<file path="src/hdl/flash_spc_pkg.sv">
// constants of the flash self-program control block
package flash_spc_pkg;

  localparam int SEL_W = 4;
  localparam logic [3:0] REG_FLASH_CONTROL_MAIN = 4'h0;
  localparam logic [3:0] REG_CHIP_RESET_KEY = 4'h1;
  localparam logic [3:0] REG_BUFFER_CONTROL = 4'h2;
  localparam logic [3:0] REG_ADDRESS_LOW_BYTE = 4'h3;
  localparam logic [3:0] REG_ADDRESS_HIGH_BYTE = 4'h4;
  localparam logic [3:0] REG_WORD0_LOW_BYTE = 4'h5;
  localparam logic [3:0] REG_WORD0_HIGH_BYTE = 4'h6;
  localparam logic [3:0] REG_WORD1_LOW_BYTE = 4'h7;
  localparam logic [3:0] REG_WORD1_HIGH_BYTE = 4'h8;
  localparam logic [3:0] REG_WORD2_LOW_BYTE = 4'h9;
  localparam logic [3:0] REG_WORD2_HIGH_BYTE = 4'hA;
  localparam logic [3:0] REG_WORD3_LOW_BYTE = 4'hB;
  localparam logic [3:0] REG_WORD3_HIGH_BYTE = 4'hC;
  localparam int DATA_REGS = 8;

  localparam int BIT_UNLOCK_STATUS = 7;
  localparam int BIT_MODE_HI = 6;
  localparam int BIT_MODE_LO = 4;
  localparam int BIT_UNLOCK_TRIGGER = 3;
  localparam int BIT_PROGRAM_START = 2;
  localparam int BIT_READ_PERMIT = 1;
  localparam int BIT_READ_START = 0;
  localparam int BIT_BUFFER_RESERVED = 1;
  localparam int BIT_BUFFER_CLEAR_START = 0;

  localparam logic [2:0] MODE_WRITE = 3'h0;
  localparam logic [2:0] MODE_PAGE_ERASE = 3'h1;
  localparam logic [2:0] MODE_READ = 3'h3;
  localparam logic [2:0] MODE_UNLOCK = 3'h6;

  localparam logic [7:0] BYTE_RESET = 8'h00;
  localparam logic [7:0] CHIP_RESET_KEY_VALUE = 8'h55;

  localparam int ADDR_W = 14;
  localparam int PAGE_OFS_W = 5;
  localparam logic [4:0] PAGE_LAST_OFS = 5'h1F;
  localparam logic [13:0] ADDR_RESET = 14'h0000;

  // unlock sequence: register and byte, in write order
  localparam int UNLOCK_STEPS = 6;
  localparam logic [2:0] STEP_DONE = 3'h6;
  localparam logic [2:0] STEP_FAIL = 3'h7;
  localparam logic [47:0] UNLOCK_PATTERN = 48'h000DC304_0940;
  localparam logic [23:0] UNLOCK_ORDER = 24'h79B8AC;

  localparam int CLK_PERIOD_NS = 100;
  localparam int UNLOCK_TIME_NS = 10000;
  localparam int UNLOCK_CYCLES = UNLOCK_TIME_NS / CLK_PERIOD_NS;
  localparam int BUF_CLEAR_CYCLES = 32;

endpackage

</file>
<file path="src/hdl/pulse_timer.sv">
// down counter that runs a fixed number of cycles and pulses at the end
module pulse_timer #(
  parameter int COUNT = 4
) (
  input wire logic clock_i,
  input wire logic sys_rst_i,
  input wire logic start_i,
  output logic busy_o,
  output logic expire_o
);

  localparam int CW = $clog2(COUNT + 1);
  localparam logic [CW-1:0] LOAD = CW'(COUNT);
  localparam logic [CW-1:0] ONE = CW'(1);

  logic [CW-1:0] cnt_q;
  logic [CW-1:0] cnt_d;

  always_comb begin
    cnt_d = cnt_q;
    if (start_i) begin
      cnt_d = LOAD;
    end else if (cnt_q != '0) begin
      cnt_d = cnt_q - ONE;
    end
  end

  always_ff @(posedge clock_i) begin
    if (sys_rst_i) begin
      cnt_q <= '0;
    end else begin
      cnt_q <= cnt_d;
    end
  end

  assign busy_o = (cnt_q != '0);
  assign expire_o = (cnt_q == ONE) && !start_i;

endmodule

</file>
<file path="src/hdl/unlock_pattern_check.sv">
// tracks the unlock byte sequence written into data words one to three
module unlock_pattern_check (
  input wire logic clock_i,
  input wire logic sys_rst_i,
  input wire logic arm_i,
  input wire logic wr_i,
  input wire logic [3:0] sel_i,
  input wire logic [7:0] wdata_i,
  output logic match_o
);

  logic [2:0] step_q;
  logic [2:0] step_d;
  logic [7:0] exp_byte;
  logic [3:0] exp_sel;
  logic watched;

  always_comb begin
    exp_byte = 8'h00;
    exp_sel = 4'h0;
    if (step_q < flash_spc_pkg::STEP_DONE) begin
      exp_byte = flash_spc_pkg::UNLOCK_PATTERN[8*(5-int'(step_q)) +: 8];
      exp_sel = flash_spc_pkg::UNLOCK_ORDER[4*(5-int'(step_q)) +: 4];
    end
    watched = (sel_i >= flash_spc_pkg::REG_WORD1_LOW_BYTE)
      && (sel_i <= flash_spc_pkg::REG_WORD3_HIGH_BYTE);
    step_d = step_q;
    if (arm_i) begin
      step_d = 3'h0;
    end else if (wr_i && watched && step_q < flash_spc_pkg::STEP_DONE) begin
      step_d = (sel_i == exp_sel && wdata_i == exp_byte) ? step_q + 3'h1
        : flash_spc_pkg::STEP_FAIL;
    end else if (wr_i && watched) begin
      step_d = flash_spc_pkg::STEP_FAIL;
    end
  end

  always_ff @(posedge clock_i) begin
    if (sys_rst_i) begin
      step_q <= flash_spc_pkg::STEP_FAIL;
    end else begin
      step_q <= step_d;
    end
  end

  assign match_o = (step_q == flash_spc_pkg::STEP_DONE);

endmodule

</file>
<file path="src/hdl/flash_self_program_control.sv">
// flash self-program control: registers, unlock, operation sequencing
// Behaviour
// - mode 000 write, 001 erase, 011 read, 110 unlock
// - unlock trigger starts timer, hardware clears at expiry
// - program start launches write (mode 000) or erase (mode 001), cleared on completion
// - reads happen only while read permit set
// - read start begins read, cleared when done
// - processor halted while a write, erase or read runs (not during buffer clear)
// - writing 55H to key resets whole chip
// - buffer control bits 7..2 read zero; bit1 stores the written value
// - buffer clear bit self-clears after clearing finishes
// - 14-bit word address split low/high, top bits zero
// - word0 low write only stores the byte
// - word0 high write loads buffer only while unlocked, increments address
// - words one to three held as byte pairs
// - exact six-byte ordered pattern unlocks erase/write
// - address stops at page offset 31
// - unlock status set by hardware only; software clears
// - write completion clears the write buffer
module flash_self_program_control (
  input wire logic clock_i,
  input wire logic sys_rst_i,
  input wire logic reg_wr_i,
  input wire logic [3:0] reg_sel_i,
  input wire logic [7:0] reg_wdata_i,
  output logic [7:0] reg_rdata_o,
  input wire logic arr_done_i,
  input wire logic [15:0] arr_rdata_i,
  output logic arr_program_o,
  output logic arr_erase_o,
  output logic arr_read_o,
  output logic arr_buf_load_o,
  output logic arr_buf_clear_o,
  output logic [13:0] arr_addr_o,
  output logic [15:0] arr_buf_data_o,
  output logic cpu_halt_o,
  output logic chip_reset_o
);

  typedef enum logic [2:0] {OP_IDLE, OP_PROGRAM, OP_ERASE, OP_READ, OP_BUF_CLEAR} op_state_t;

  ////////////////////////////////////////////////////////////////////////////
  // state
  op_state_t op_q, op_d;
  logic unlock_q, unlock_d;
  logic [2:0] mode_q, mode_d;
  logic trig_q, trig_d;
  logic prog_q, prog_d;
  logic permit_q, permit_d;
  logic rdstart_q, rdstart_d;
  logic [7:0] key_q, key_d;
  logic bres_q, bres_d;
  logic clr_q, clr_d;
  logic [13:0] addr_q, addr_d;
  logic [7:0] data_q [flash_spc_pkg::DATA_REGS];
  logic [7:0] data_d [flash_spc_pkg::DATA_REGS];
  logic [7:0] rdata_q, rdata_d;
  logic aprog_q, aprog_d, aerase_q, aerase_d, aread_q, aread_d;
  logic load_q, load_d, bclr_q, bclr_d;
  logic [15:0] bdata_q, bdata_d;
  logic halt_q, halt_d;
  logic rst_out_q, rst_out_d;
  logic bump_q, bump_d;

  logic wr_ctl, wr_buf, wr_key, wr_d0h;
  logic trig_start, unlock_expire, unlock_busy, match;
  logic clr_start, clr_expire, clr_busy;

  assign wr_ctl = reg_wr_i && reg_sel_i == flash_spc_pkg::REG_FLASH_CONTROL_MAIN;
  assign wr_buf = reg_wr_i && reg_sel_i == flash_spc_pkg::REG_BUFFER_CONTROL;
  assign wr_key = reg_wr_i && reg_sel_i == flash_spc_pkg::REG_CHIP_RESET_KEY;
  assign wr_d0h = reg_wr_i && reg_sel_i == flash_spc_pkg::REG_WORD0_HIGH_BYTE;
  assign trig_start = wr_ctl && reg_wdata_i[flash_spc_pkg::BIT_UNLOCK_TRIGGER] && !trig_q;
  assign clr_start = wr_buf && reg_wdata_i[flash_spc_pkg::BIT_BUFFER_CLEAR_START]
    && !clr_q && op_q == OP_IDLE;

  ////////////////////////////////////////////////////////////////////////////
  // helpers
  pulse_timer #(.COUNT(flash_spc_pkg::UNLOCK_CYCLES)) u_unlock_timer (
    .clock_i(clock_i),
    .sys_rst_i(sys_rst_i),
    .start_i(trig_start),
    .busy_o(unlock_busy),
    .expire_o(unlock_expire)
  );

  pulse_timer #(.COUNT(flash_spc_pkg::BUF_CLEAR_CYCLES)) u_clear_timer (
    .clock_i(clock_i),
    .sys_rst_i(sys_rst_i),
    .start_i(clr_start),
    .busy_o(clr_busy),
    .expire_o(clr_expire)
  );

  unlock_pattern_check u_pattern (
    .clock_i(clock_i),
    .sys_rst_i(sys_rst_i),
    .arm_i(trig_start),
    .wr_i(reg_wr_i && unlock_busy),
    .sel_i(reg_sel_i),
    .wdata_i(reg_wdata_i),
    .match_o(match)
  );

  ////////////////////////////////////////////////////////////////////////////
  // next state
  always_comb begin
    op_d = op_q;
    unlock_d = unlock_q;
    mode_d = mode_q;
    trig_d = trig_q;
    prog_d = prog_q;
    permit_d = permit_q;
    rdstart_d = rdstart_q;
    key_d = key_q;
    bres_d = bres_q;
    clr_d = clr_q;
    addr_d = addr_q;
    data_d = data_q;
    aprog_d = 1'b0;
    aerase_d = 1'b0;
    aread_d = 1'b0;
    load_d = 1'b0;
    bclr_d = 1'b0;
    bdata_d = bdata_q;
    rst_out_d = 1'b0;
    bump_d = 1'b0;

    if (wr_ctl) begin
      mode_d = reg_wdata_i[flash_spc_pkg::BIT_MODE_HI:flash_spc_pkg::BIT_MODE_LO];
      permit_d = reg_wdata_i[flash_spc_pkg::BIT_READ_PERMIT];
      if (trig_start) begin
        trig_d = 1'b1;
      end
      if (!reg_wdata_i[flash_spc_pkg::BIT_UNLOCK_STATUS]) begin
        unlock_d = 1'b0;
      end
      if (op_q == OP_IDLE && reg_wdata_i[flash_spc_pkg::BIT_PROGRAM_START]) begin
        prog_d = 1'b1;
      end
      if (op_q == OP_IDLE && reg_wdata_i[flash_spc_pkg::BIT_READ_START]) begin
        rdstart_d = 1'b1;
      end
    end
    if (unlock_expire) begin
      trig_d = 1'b0;
      if (match && mode_q == flash_spc_pkg::MODE_UNLOCK) begin
        unlock_d = 1'b1;
      end
    end

    if (wr_key) begin
      key_d = reg_wdata_i;
      rst_out_d = (reg_wdata_i == flash_spc_pkg::CHIP_RESET_KEY_VALUE);
    end
    if (wr_buf) begin
      bres_d = reg_wdata_i[flash_spc_pkg::BIT_BUFFER_RESERVED];
    end
    if (clr_start) begin
      clr_d = 1'b1;
      bclr_d = 1'b1;
      op_d = OP_BUF_CLEAR;
    end

    for (int i = 0; i < flash_spc_pkg::DATA_REGS; i++) begin
      if (reg_wr_i && reg_sel_i == 4'(int'(flash_spc_pkg::REG_WORD0_LOW_BYTE) + i)) begin
        data_d[i] = reg_wdata_i;
      end
    end
    if (bump_q) begin
      addr_d = addr_q + 14'h0001;
    end
    if (reg_wr_i && reg_sel_i == flash_spc_pkg::REG_ADDRESS_LOW_BYTE) begin
      addr_d[7:0] = reg_wdata_i;
    end
    if (reg_wr_i && reg_sel_i == flash_spc_pkg::REG_ADDRESS_HIGH_BYTE) begin
      addr_d[13:8] = reg_wdata_i[5:0];
    end
    if (wr_d0h) begin
      load_d = unlock_q;
      bdata_d = {reg_wdata_i, data_q[0]};
      if (addr_q[flash_spc_pkg::PAGE_OFS_W-1:0] != flash_spc_pkg::PAGE_LAST_OFS) begin
        bump_d = 1'b1;
      end
    end

    unique case (op_q)
      OP_IDLE: begin
        if (prog_q) begin
          if (unlock_q && mode_q == flash_spc_pkg::MODE_WRITE) begin
            aprog_d = 1'b1;
            op_d = OP_PROGRAM;
          end else if (unlock_q && mode_q == flash_spc_pkg::MODE_PAGE_ERASE) begin
            aerase_d = 1'b1;
            op_d = OP_ERASE;
          end else begin
            prog_d = wr_ctl && reg_wdata_i[flash_spc_pkg::BIT_PROGRAM_START];
          end
        end else if (rdstart_q) begin
          if (permit_q && mode_q == flash_spc_pkg::MODE_READ) begin
            aread_d = 1'b1;
            op_d = OP_READ;
          end else begin
            rdstart_d = wr_ctl && reg_wdata_i[flash_spc_pkg::BIT_READ_START];
          end
        end
      end
      OP_PROGRAM: begin
        if (arr_done_i) begin
          prog_d = 1'b0;
          bclr_d = 1'b1;
          op_d = OP_IDLE;
        end
      end
      OP_ERASE: begin
        if (arr_done_i) begin
          prog_d = 1'b0;
          op_d = OP_IDLE;
        end
      end
      OP_READ: begin
        if (arr_done_i) begin
          rdstart_d = 1'b0;
          data_d[0] = arr_rdata_i[7:0];
          data_d[1] = arr_rdata_i[15:8];
          op_d = OP_IDLE;
        end
      end
      OP_BUF_CLEAR: begin
        if (clr_expire) begin
          clr_d = 1'b0;
          op_d = OP_IDLE;
        end
      end
    endcase

    halt_d = (op_d == OP_PROGRAM) || (op_d == OP_ERASE) || (op_d == OP_READ);

    unique case (reg_sel_i)
      flash_spc_pkg::REG_FLASH_CONTROL_MAIN:
        rdata_d = {unlock_q, mode_q, trig_q, prog_q, permit_q, rdstart_q};
      flash_spc_pkg::REG_CHIP_RESET_KEY: rdata_d = key_q;
      flash_spc_pkg::REG_BUFFER_CONTROL: rdata_d = {6'h00, bres_q, clr_q};
      flash_spc_pkg::REG_ADDRESS_LOW_BYTE: rdata_d = addr_q[7:0];
      flash_spc_pkg::REG_ADDRESS_HIGH_BYTE: rdata_d = {2'h0, addr_q[13:8]};
      default: begin
        rdata_d = 8'h00;
        if (reg_sel_i >= flash_spc_pkg::REG_WORD0_LOW_BYTE
            && reg_sel_i <= flash_spc_pkg::REG_WORD3_HIGH_BYTE) begin
          rdata_d = data_q[3'(reg_sel_i - flash_spc_pkg::REG_WORD0_LOW_BYTE)];
        end
      end
    endcase
  end

  ////////////////////////////////////////////////////////////////////////////
  // registers
  always_ff @(posedge clock_i) begin
    if (sys_rst_i) begin
      op_q <= OP_IDLE;
      unlock_q <= 1'b0;
      mode_q <= 3'h0;
      trig_q <= 1'b0;
      prog_q <= 1'b0;
      permit_q <= 1'b0;
      rdstart_q <= 1'b0;
      key_q <= flash_spc_pkg::BYTE_RESET;
      bres_q <= 1'b0;
      clr_q <= 1'b0;
      addr_q <= flash_spc_pkg::ADDR_RESET;
      for (int i = 0; i < flash_spc_pkg::DATA_REGS; i++) begin
        data_q[i] <= flash_spc_pkg::BYTE_RESET;
      end
      rdata_q <= 8'h00;
      aprog_q <= 1'b0;
      aerase_q <= 1'b0;
      aread_q <= 1'b0;
      load_q <= 1'b0;
      bclr_q <= 1'b0;
      bdata_q <= 16'h0000;
      halt_q <= 1'b0;
      rst_out_q <= 1'b0;
      bump_q <= 1'b0;
    end else begin
      op_q <= op_d;
      unlock_q <= unlock_d;
      mode_q <= mode_d;
      trig_q <= trig_d;
      prog_q <= prog_d;
      permit_q <= permit_d;
      rdstart_q <= rdstart_d;
      key_q <= key_d;
      bres_q <= bres_d;
      clr_q <= clr_d;
      addr_q <= addr_d;
      data_q <= data_d;
      rdata_q <= rdata_d;
      aprog_q <= aprog_d;
      aerase_q <= aerase_d;
      aread_q <= aread_d;
      load_q <= load_d;
      bclr_q <= bclr_d;
      bdata_q <= bdata_d;
      halt_q <= halt_d;
      rst_out_q <= rst_out_d;
      bump_q <= bump_d;
    end
  end

  assign reg_rdata_o = rdata_q;
  assign arr_program_o = aprog_q;
  assign arr_erase_o = aerase_q;
  assign arr_read_o = aread_q;
  assign arr_buf_load_o = load_q;
  assign arr_buf_clear_o = bclr_q;
  assign arr_addr_o = addr_q;
  assign arr_buf_data_o = bdata_q;
  assign cpu_halt_o = halt_q;
  assign chip_reset_o = rst_out_q;

  localparam int CLR_LO = 32;
  localparam int CLR_HI = 33;
endmodule

</file>
<file path="config.mk">
export PLATFORM = sky130hd
export DESIGN_NAME = flash_self_program_control
export DESIGN_NICKNAME = d
export VERILOG_FILES = /design/src/hdl/flash_spc_pkg.sv /design/src/hdl/pulse_timer.sv /design/src/hdl/unlock_pattern_check.sv /design/src/hdl/flash_self_program_control.sv
export SDC_FILE = /design/constraint.sdc
export NUM_CORES = 1
export LEC_CHECK = 0
export BUFFER_PORTS_ARGS = -buffer_cell sky130_fd_sc_hd__buf_4
export CAP_MARGIN = 20
export CELL_PAD_IN_SITES_DETAIL_PLACEMENT = 1
export CELL_PAD_IN_SITES_GLOBAL_PLACEMENT = 1
export CORE_MARGIN = 4
export CORE_UTILIZATION = 38
export DETAILED_ROUTE_END_ITERATION = 16
export GPL_TIMING_DRIVEN = 0
export PLACE_DENSITY_LB_ADDON = 0.12
export SYNTH_ARGS = -nofsm -noshare
export SYNTH_HDL_FRONTEND = slang
export SYNTH_SLANG_ARGS = --single-unit
</file>
<file path="constraint.sdc">
create_clock -name clock_i -period 6.1 [get_ports clock_i]
set_input_delay 1.525 -clock clock_i [delete_from_list [all_inputs] [get_ports clock_i]]
set_output_delay 1.525 -clock clock_i [all_outputs]
set_load 0.02 [all_outputs]
</file>
Word level (Yosys, flattened, before mapping)
Index checks and enable logic that the tools add are counted.
{"block": "op_classes", "bitwise": 6, "shift": 2, "n_reduce_logical": 61, "mux": 59, "magnitude_cmp": 5, "n_addsub": 6, "n_eq_ne": 29}
{"operator": "8-bit 2-to-1 mux", "n": 7}
{"operator": "48-bit by 7-bit indexed part select with 8-bit output (first input constant)", "n": 1}
{"operator": "8-bit case mux with 5 select lines", "n": 1}
{"operator": "3-bit 2-to-1 mux", "n": 12}
{"operator": "1-bit logical AND", "n": 34}
{"operator": "16-bit 2-to-1 mux", "n": 2}
{"operator": "1-bit 2-to-1 mux", "n": 26}
{"operator": "8-bit binary-select mux with 3-bit select", "n": 1}
{"operator": "24-bit by 6-bit indexed part select with 4-bit output (first input constant)", "n": 1}
{"operator": "4-bit equality test (second input constant)", "n": 5}
{"operator": "6-bit 2-to-1 mux", "n": 3}
{"operator": "4-bit by 3-bit equality test with 1-bit output (second input constant)", "n": 4}
{"operator": "3-bit by 2-bit equality test with 1-bit output (second input constant)", "n": 5}
{"operator": "14-bit by 1-bit adder with 14-bit output (second input constant)", "n": 1}
{"operator": "14-bit 2-to-1 mux", "n": 1}
{"operator": "7-bit 2-to-1 mux", "n": 2}
{"operator": "2-bit OR reduction", "n": 6}
{"operator": "3-bit by 1-bit equality test with 1-bit output (second input constant)", "n": 3}
{"operator": "3-bit equality test (second input constant)", "n": 3}
{"operator": "3-bit case mux with 3 select lines", "n": 1}
{"operator": "4-bit by 2-bit equality test with 1-bit output (second input constant)", "n": 2}
{"operator": "8-bit by 7-bit equality test with 1-bit output (second input constant)", "n": 1}
{"operator": "8-bit equality test", "n": 1}
{"operator": "4-bit by 3-bit greater-or-equal comparator with 1-bit output (second input constant)", "n": 2}
{"operator": "28 further kinds", "n": 43}
{"block": "word_totals", "ff_bits": 147}

Depth between registers and ports, before layout
{"block": "logic_depth", "depth_word": 13, "ltp_mapped": 13}

Cells and area by module
Synthesis repeated with hierarchy kept, for this count alone.
{"block": "unflattened", "cells_unflattened": 845, "hier_area_um2": 7189.4}
{"module": "flash_self_program_control", "seq_area_each_um2": 2622.5, "instances": 1, "cells_per_inst": 696, "area_each_um2": 5903.2}
{"module": "unlock_pattern_check", "seq_area_each_um2": 60.1, "instances": 1, "cells_per_inst": 74, "area_each_um2": 594.3}
{"module": "pulse_timer at u_unlock_timer", "seq_area_each_um2": 140.1, "instances": 1, "cells_per_inst": 41, "area_each_um2": 380.4}
{"module": "pulse_timer at u_clear_timer", "seq_area_each_um2": 120.1, "instances": 1, "cells_per_inst": 34, "area_each_um2": 311.5}

Least setup slack after synthesis
No wires, ideal clock.
{"block": "synth_path", "kind": "input to register", "start": "input reg_sel_i[0]", "end": "register rdata_q[0] (netlist: reg_rdata_o[0])", "path_buffers": 4, "setup_slack_ps": 2613, "required_time_ps": 5972, "cell_stages": 11, "setup_ps": 128, "arrival_ps": 3360, "cell_sequence": "buf_6 > buf_6 > inv_1 > ha_1 > clkbuf_1 > buf_4 > mux4_2 > mux2i_1 > a21oi_1 > a22oi_1 > nor2_1"}
{"block": "synth_via", "elab_chain_len": 7}
{"element": "start, declared", "line_no": "flash_self_program_control.sv:24", "rtl": "input wire logic [3:0] reg_sel_i,"}
{"element": "3-bit subtractor", "line_no": "flash_self_program_control.sv:250", "rtl": "rdata_d = data_q[3'(reg_sel_i - flash_spc_pkg::REG_WORD0_LOW_BYTE)];"}
{"element": "3-bit inverter with 4-bit output (not written as such)", "line_no": "flash_self_program_control.sv:250"}
{"element": "8-bit binary-select mux with 3-bit select", "line_no": "flash_self_program_control.sv:250"}
{"element": "8-bit 2-to-1 mux (not written as such) (2 in a row)", "line_no": "flash_self_program_control.sv:250"}
{"element": "8-bit 2-to-1 mux", "line_no": "flash_self_program_control.sv:248", "rtl": "if (reg_sel_i >= flash_spc_pkg::REG_WORD0_LOW_BYTE"}
{"element": "8-bit case mux with 5 select lines *", "line_no": "flash_self_program_control.sv:239", "rtl": "unique case (reg_sel_i)"}
{"element": "end signal, assigned", "line_no": "flash_self_program_control.sv:297", "rtl": "rdata_q <= rdata_d;"}
{"element": "end, declared", "line_no": "flash_self_program_control.sv:57", "rtl": "logic [7:0] rdata_q, rdata_d;"}
Mark *: on every way between the ends. The rest lies on a longest branch, timed or not. The select of a mux whose other input is x is not followed.
A chain may end at the register's enable or synchronous reset.

Worst setup path after layout
{"block": "layout_path", "start": "input reg_sel_i[0]", "end": "register rdata_q[7] (netlist: reg_rdata_o[7])"}
Same word-level chain as after synthesis.

==> flow_summary.toml <==
[yosys]
ys_warn_count = 0
synth_edf_count = 0
yosys-top-cells-area = "dfxtp_1, nand2_1, a21oi_1"
synth_flop_cell = "dfxtp_1"
synth_top_area_share_pct = 40.5
syn_inst = 874
async_flop_share_pct = 0
synth_seq_cells = 147
avgSynthCellArea_um2 = 8.32
synth_cell_types = 64
syn_area_um2 = 7270
syn_nets = 922
yosys.area.top_type = "dfxtp_1"
synth_seq_area_share_pct = 40.5

[drt]
drt-wirelength-per-cell_um = 21.6
drc = 0
routed-wl-met3_um = 1240
drt_iter0_drc = 422
top_layer = "met4"
postRouteWirelength_um = 26200
postRouteAntennaNets = 0
drt-met1-wl_um = 11800
drtPass1Iterations = 5
vias_per_cell = 5.71
wl_met2_um = 12500
vias = 6925

[sta]
tns_ps = 0
post-route-period-util_pct = 63.1
hold_viol = 0
worst_pin_slew_ps = 926
fin_skew_ps = 8.72
drv_slew = 0
min_period_ps = 3850
finalSetupViolCount = 0
max_freq_mhz = 260
max_slew_margin_pct = 38.2
rsz0062_at_grt = "no"

[floorplanning]
ios = 77
dieArea_um2 = 21400
rows = 50
dieWidth_um = 146
start_util_pct = 38.7
fp.coreArea_um2 = 18800
die_h_um = 146

[global_route]
grtUsageTotal_pct = 24.4
grt_overflow_total = 0
grt_pass1_wl_um = 40400
grt_max_degree = 17
grt_pass1_vias = 6907
antenna_found_initial = 0

[clock_network]
clk_path_buf_depth = 2
htree_levels = 4
cts_tree = "done"
cts_sinks = 147
clock_latency_ps = 440
cts_made_buffers = 17
cts-resized-gates = 0
hold_buffers = 0
cts_setup_buffers = 0
root_buffer = "clkbuf_16"
clkSlewWorstSetupHoldPaths_ps = 70

[power]
p_per_area_nw_per_um2 = 292
p_total_w = 0.00254
power.leakage_nw = 3.24
vdd_drop_max_mv = 0.175

[min_path]
hold_path.class = "register to register"

[finish]
diodes = 0
nNetsFinal = 1014
layout-drive-gt1-share_pct = 16.2
area_delta_synth_final_pct = 19.4
fillerInstances = 2266

[setup_path]
arrival_ps = 4130
worstSetupEndpointType = "register"
startpoint_type = "input pin"
critical_path_class = "input pin to register"
worst-endpoint-required_ps = 6390
critPathMaxFanout = 10

[placed_design]
io_buffers = 73
place_congestion = 0.877
hpwl_um = 18600

[outcome]
status = "complete, no violations"

[job]
maxCapViolations = 0
-- synthesized netlist by cell type, types with 4 or more instances --
cell      count
a211oi_1     26
a21oi_1     100
a221oi_1      4
a22oi_1      11
a311oi_1     12
a31oi_1       9
and3_1        7
buf_2        12
buf_6         5
clkbuf_1     44
dfxtp_1     147
ha_1         16
inv_1        14
mux2i_1      27
mux4_2       16
nand2_1     188
nand2b_1      5
nand3_1      19
nand4_1       5
nand4b_1      5
nor2_1       81
nor2b_1       5
nor3_1       15
nor4_1        6
o21ai_0      14
or3_1         5
xnor2_1      10
xor2_1       12
-- cell type report --
cell class / instances / area (um^2) / share of cell area, %
tap: 234 / 293 / 3.37
inverter: 14 / 52.6 / 0.605
buffer: 67 / 315 / 3.63
multi-input combinational: 646 / 3960 / 45.6
timing repair buffer: 73 / 548 / 6.31
clock buffer: 17 / 425 / 4.90
clock inverter: 15 / 146 / 1.69
sequential: 147 / 2940 / 33.9
-- through the flow --
stage / cells / setup WS (ps) / utilization (%) / instance area [um^2] / hold WS, ps
CTS: 1213 / 2300 / 46.3 / 8680 / 456
detailed placement: 1181 / 1870 / 43.2 / 8110 / 447
global placement: 1181 / 1910 / 43.2 / 8110 / 441
global route: 1213 / 2080 / 46.3 / 8680 / 473
finish: 1213 / 2250 / 46.3 / 8680 / 455
floorplan: 874 / 2610 / - / 7270 / 433
-- critical path, stage by stage --
cell and delay, ps:
buf_4 120, buf_6 170, buf_6 210, inv_1 120, ha_1 290, clkbuf_1 360
buf_4 300, mux4_2 220, a21boi_0 240, a31oi_1 70, a211oi_1 460
-- cells in the final DEF, fill, tap and decap left out, drive strengths merged, types with 2 or more instances in the layout --
cell type	n
nor3b	3
a31oi	9
or2	2
a21oi	100
xor2	12
a221oi	4
a311oi	13
nand2	188
a222oi	2
or3	5
and4	2
clkbuf	61
nand4b	6
nand3	21
nand4	6
mux4	16
nor3	17
mux2i	27
nor2	82
nor4	7
or3b	2
o21ai	17
nor4b	2
clkinv	7
inv	20
ha	16
buf	96
xnor2	10
nand4bb	2
and3	8
a211oi	26
o211ai	3
a22oi	11
dfxtp	147
nor2b	5
nand2b	5
a21boi	2
a2111oi	4
nand3b	3
-- sequential cells by signal, summed over array words and instances (netlist names), 3 cells and up --
| name | count |
|---|---|
| op_q | 3 |
| mode_q | 3 |
| key_q | 8 |
| u_unlock_timer.cnt_q | 7 |
| reg_rdata_o | 8 |
| u_clear_timer.cnt_q | 6 |
| arr_addr_o | 14 |
| data_q | 64 |
| arr_buf_data_o | 16 |
| u_pattern.step_q | 3 |
-- logic make-up (layout without fill, tap and decap cells) --
family	after synthesis	after routing	synth area share, %
fa+ha+maj	16	16	2.75
buf+inv	81	186	5.06
flops	147	147	40.5
mux	43	43	8.67
compound gates	198	198	17.1
simple gates	367	367	23.3
xor+xnor	22	22	2.65
-- worst paths after layout --
| kind | from | slack [ps] | cells past startpoint | endpoint |
|---|---|---|---|---|
| worst max-delay path | reg_sel_i[0] | 2250 | 11 | reg_rdata_o[7] |
| worst min-delay path | data_q[27] | 460 | 2 | data_q[27] |
| worst min register to register | data_q[27] | 460 | 2 | data_q[27] |
| worst max register to register | u_pattern.step_q[1] | 3540 | 10 | u_pattern.step_q[1] |
-- power by group --
part / switching (W) / internal, W
sequential: 0.0000492 / 0.00101
combinational: 0.000262 / 0.000173
clock: 0.000470 / 0.000571
total: 0.000782 / 0.00175
-- routing by layer --
metal,GRT usage (%),vias to the layer above
met3,4.75,44
met1,32.3,3426
met2,40.4,185
met4,7.81,0
li1,-,3270
met5,0,-
Note: power is estimated with default switching activity, not from simulation.
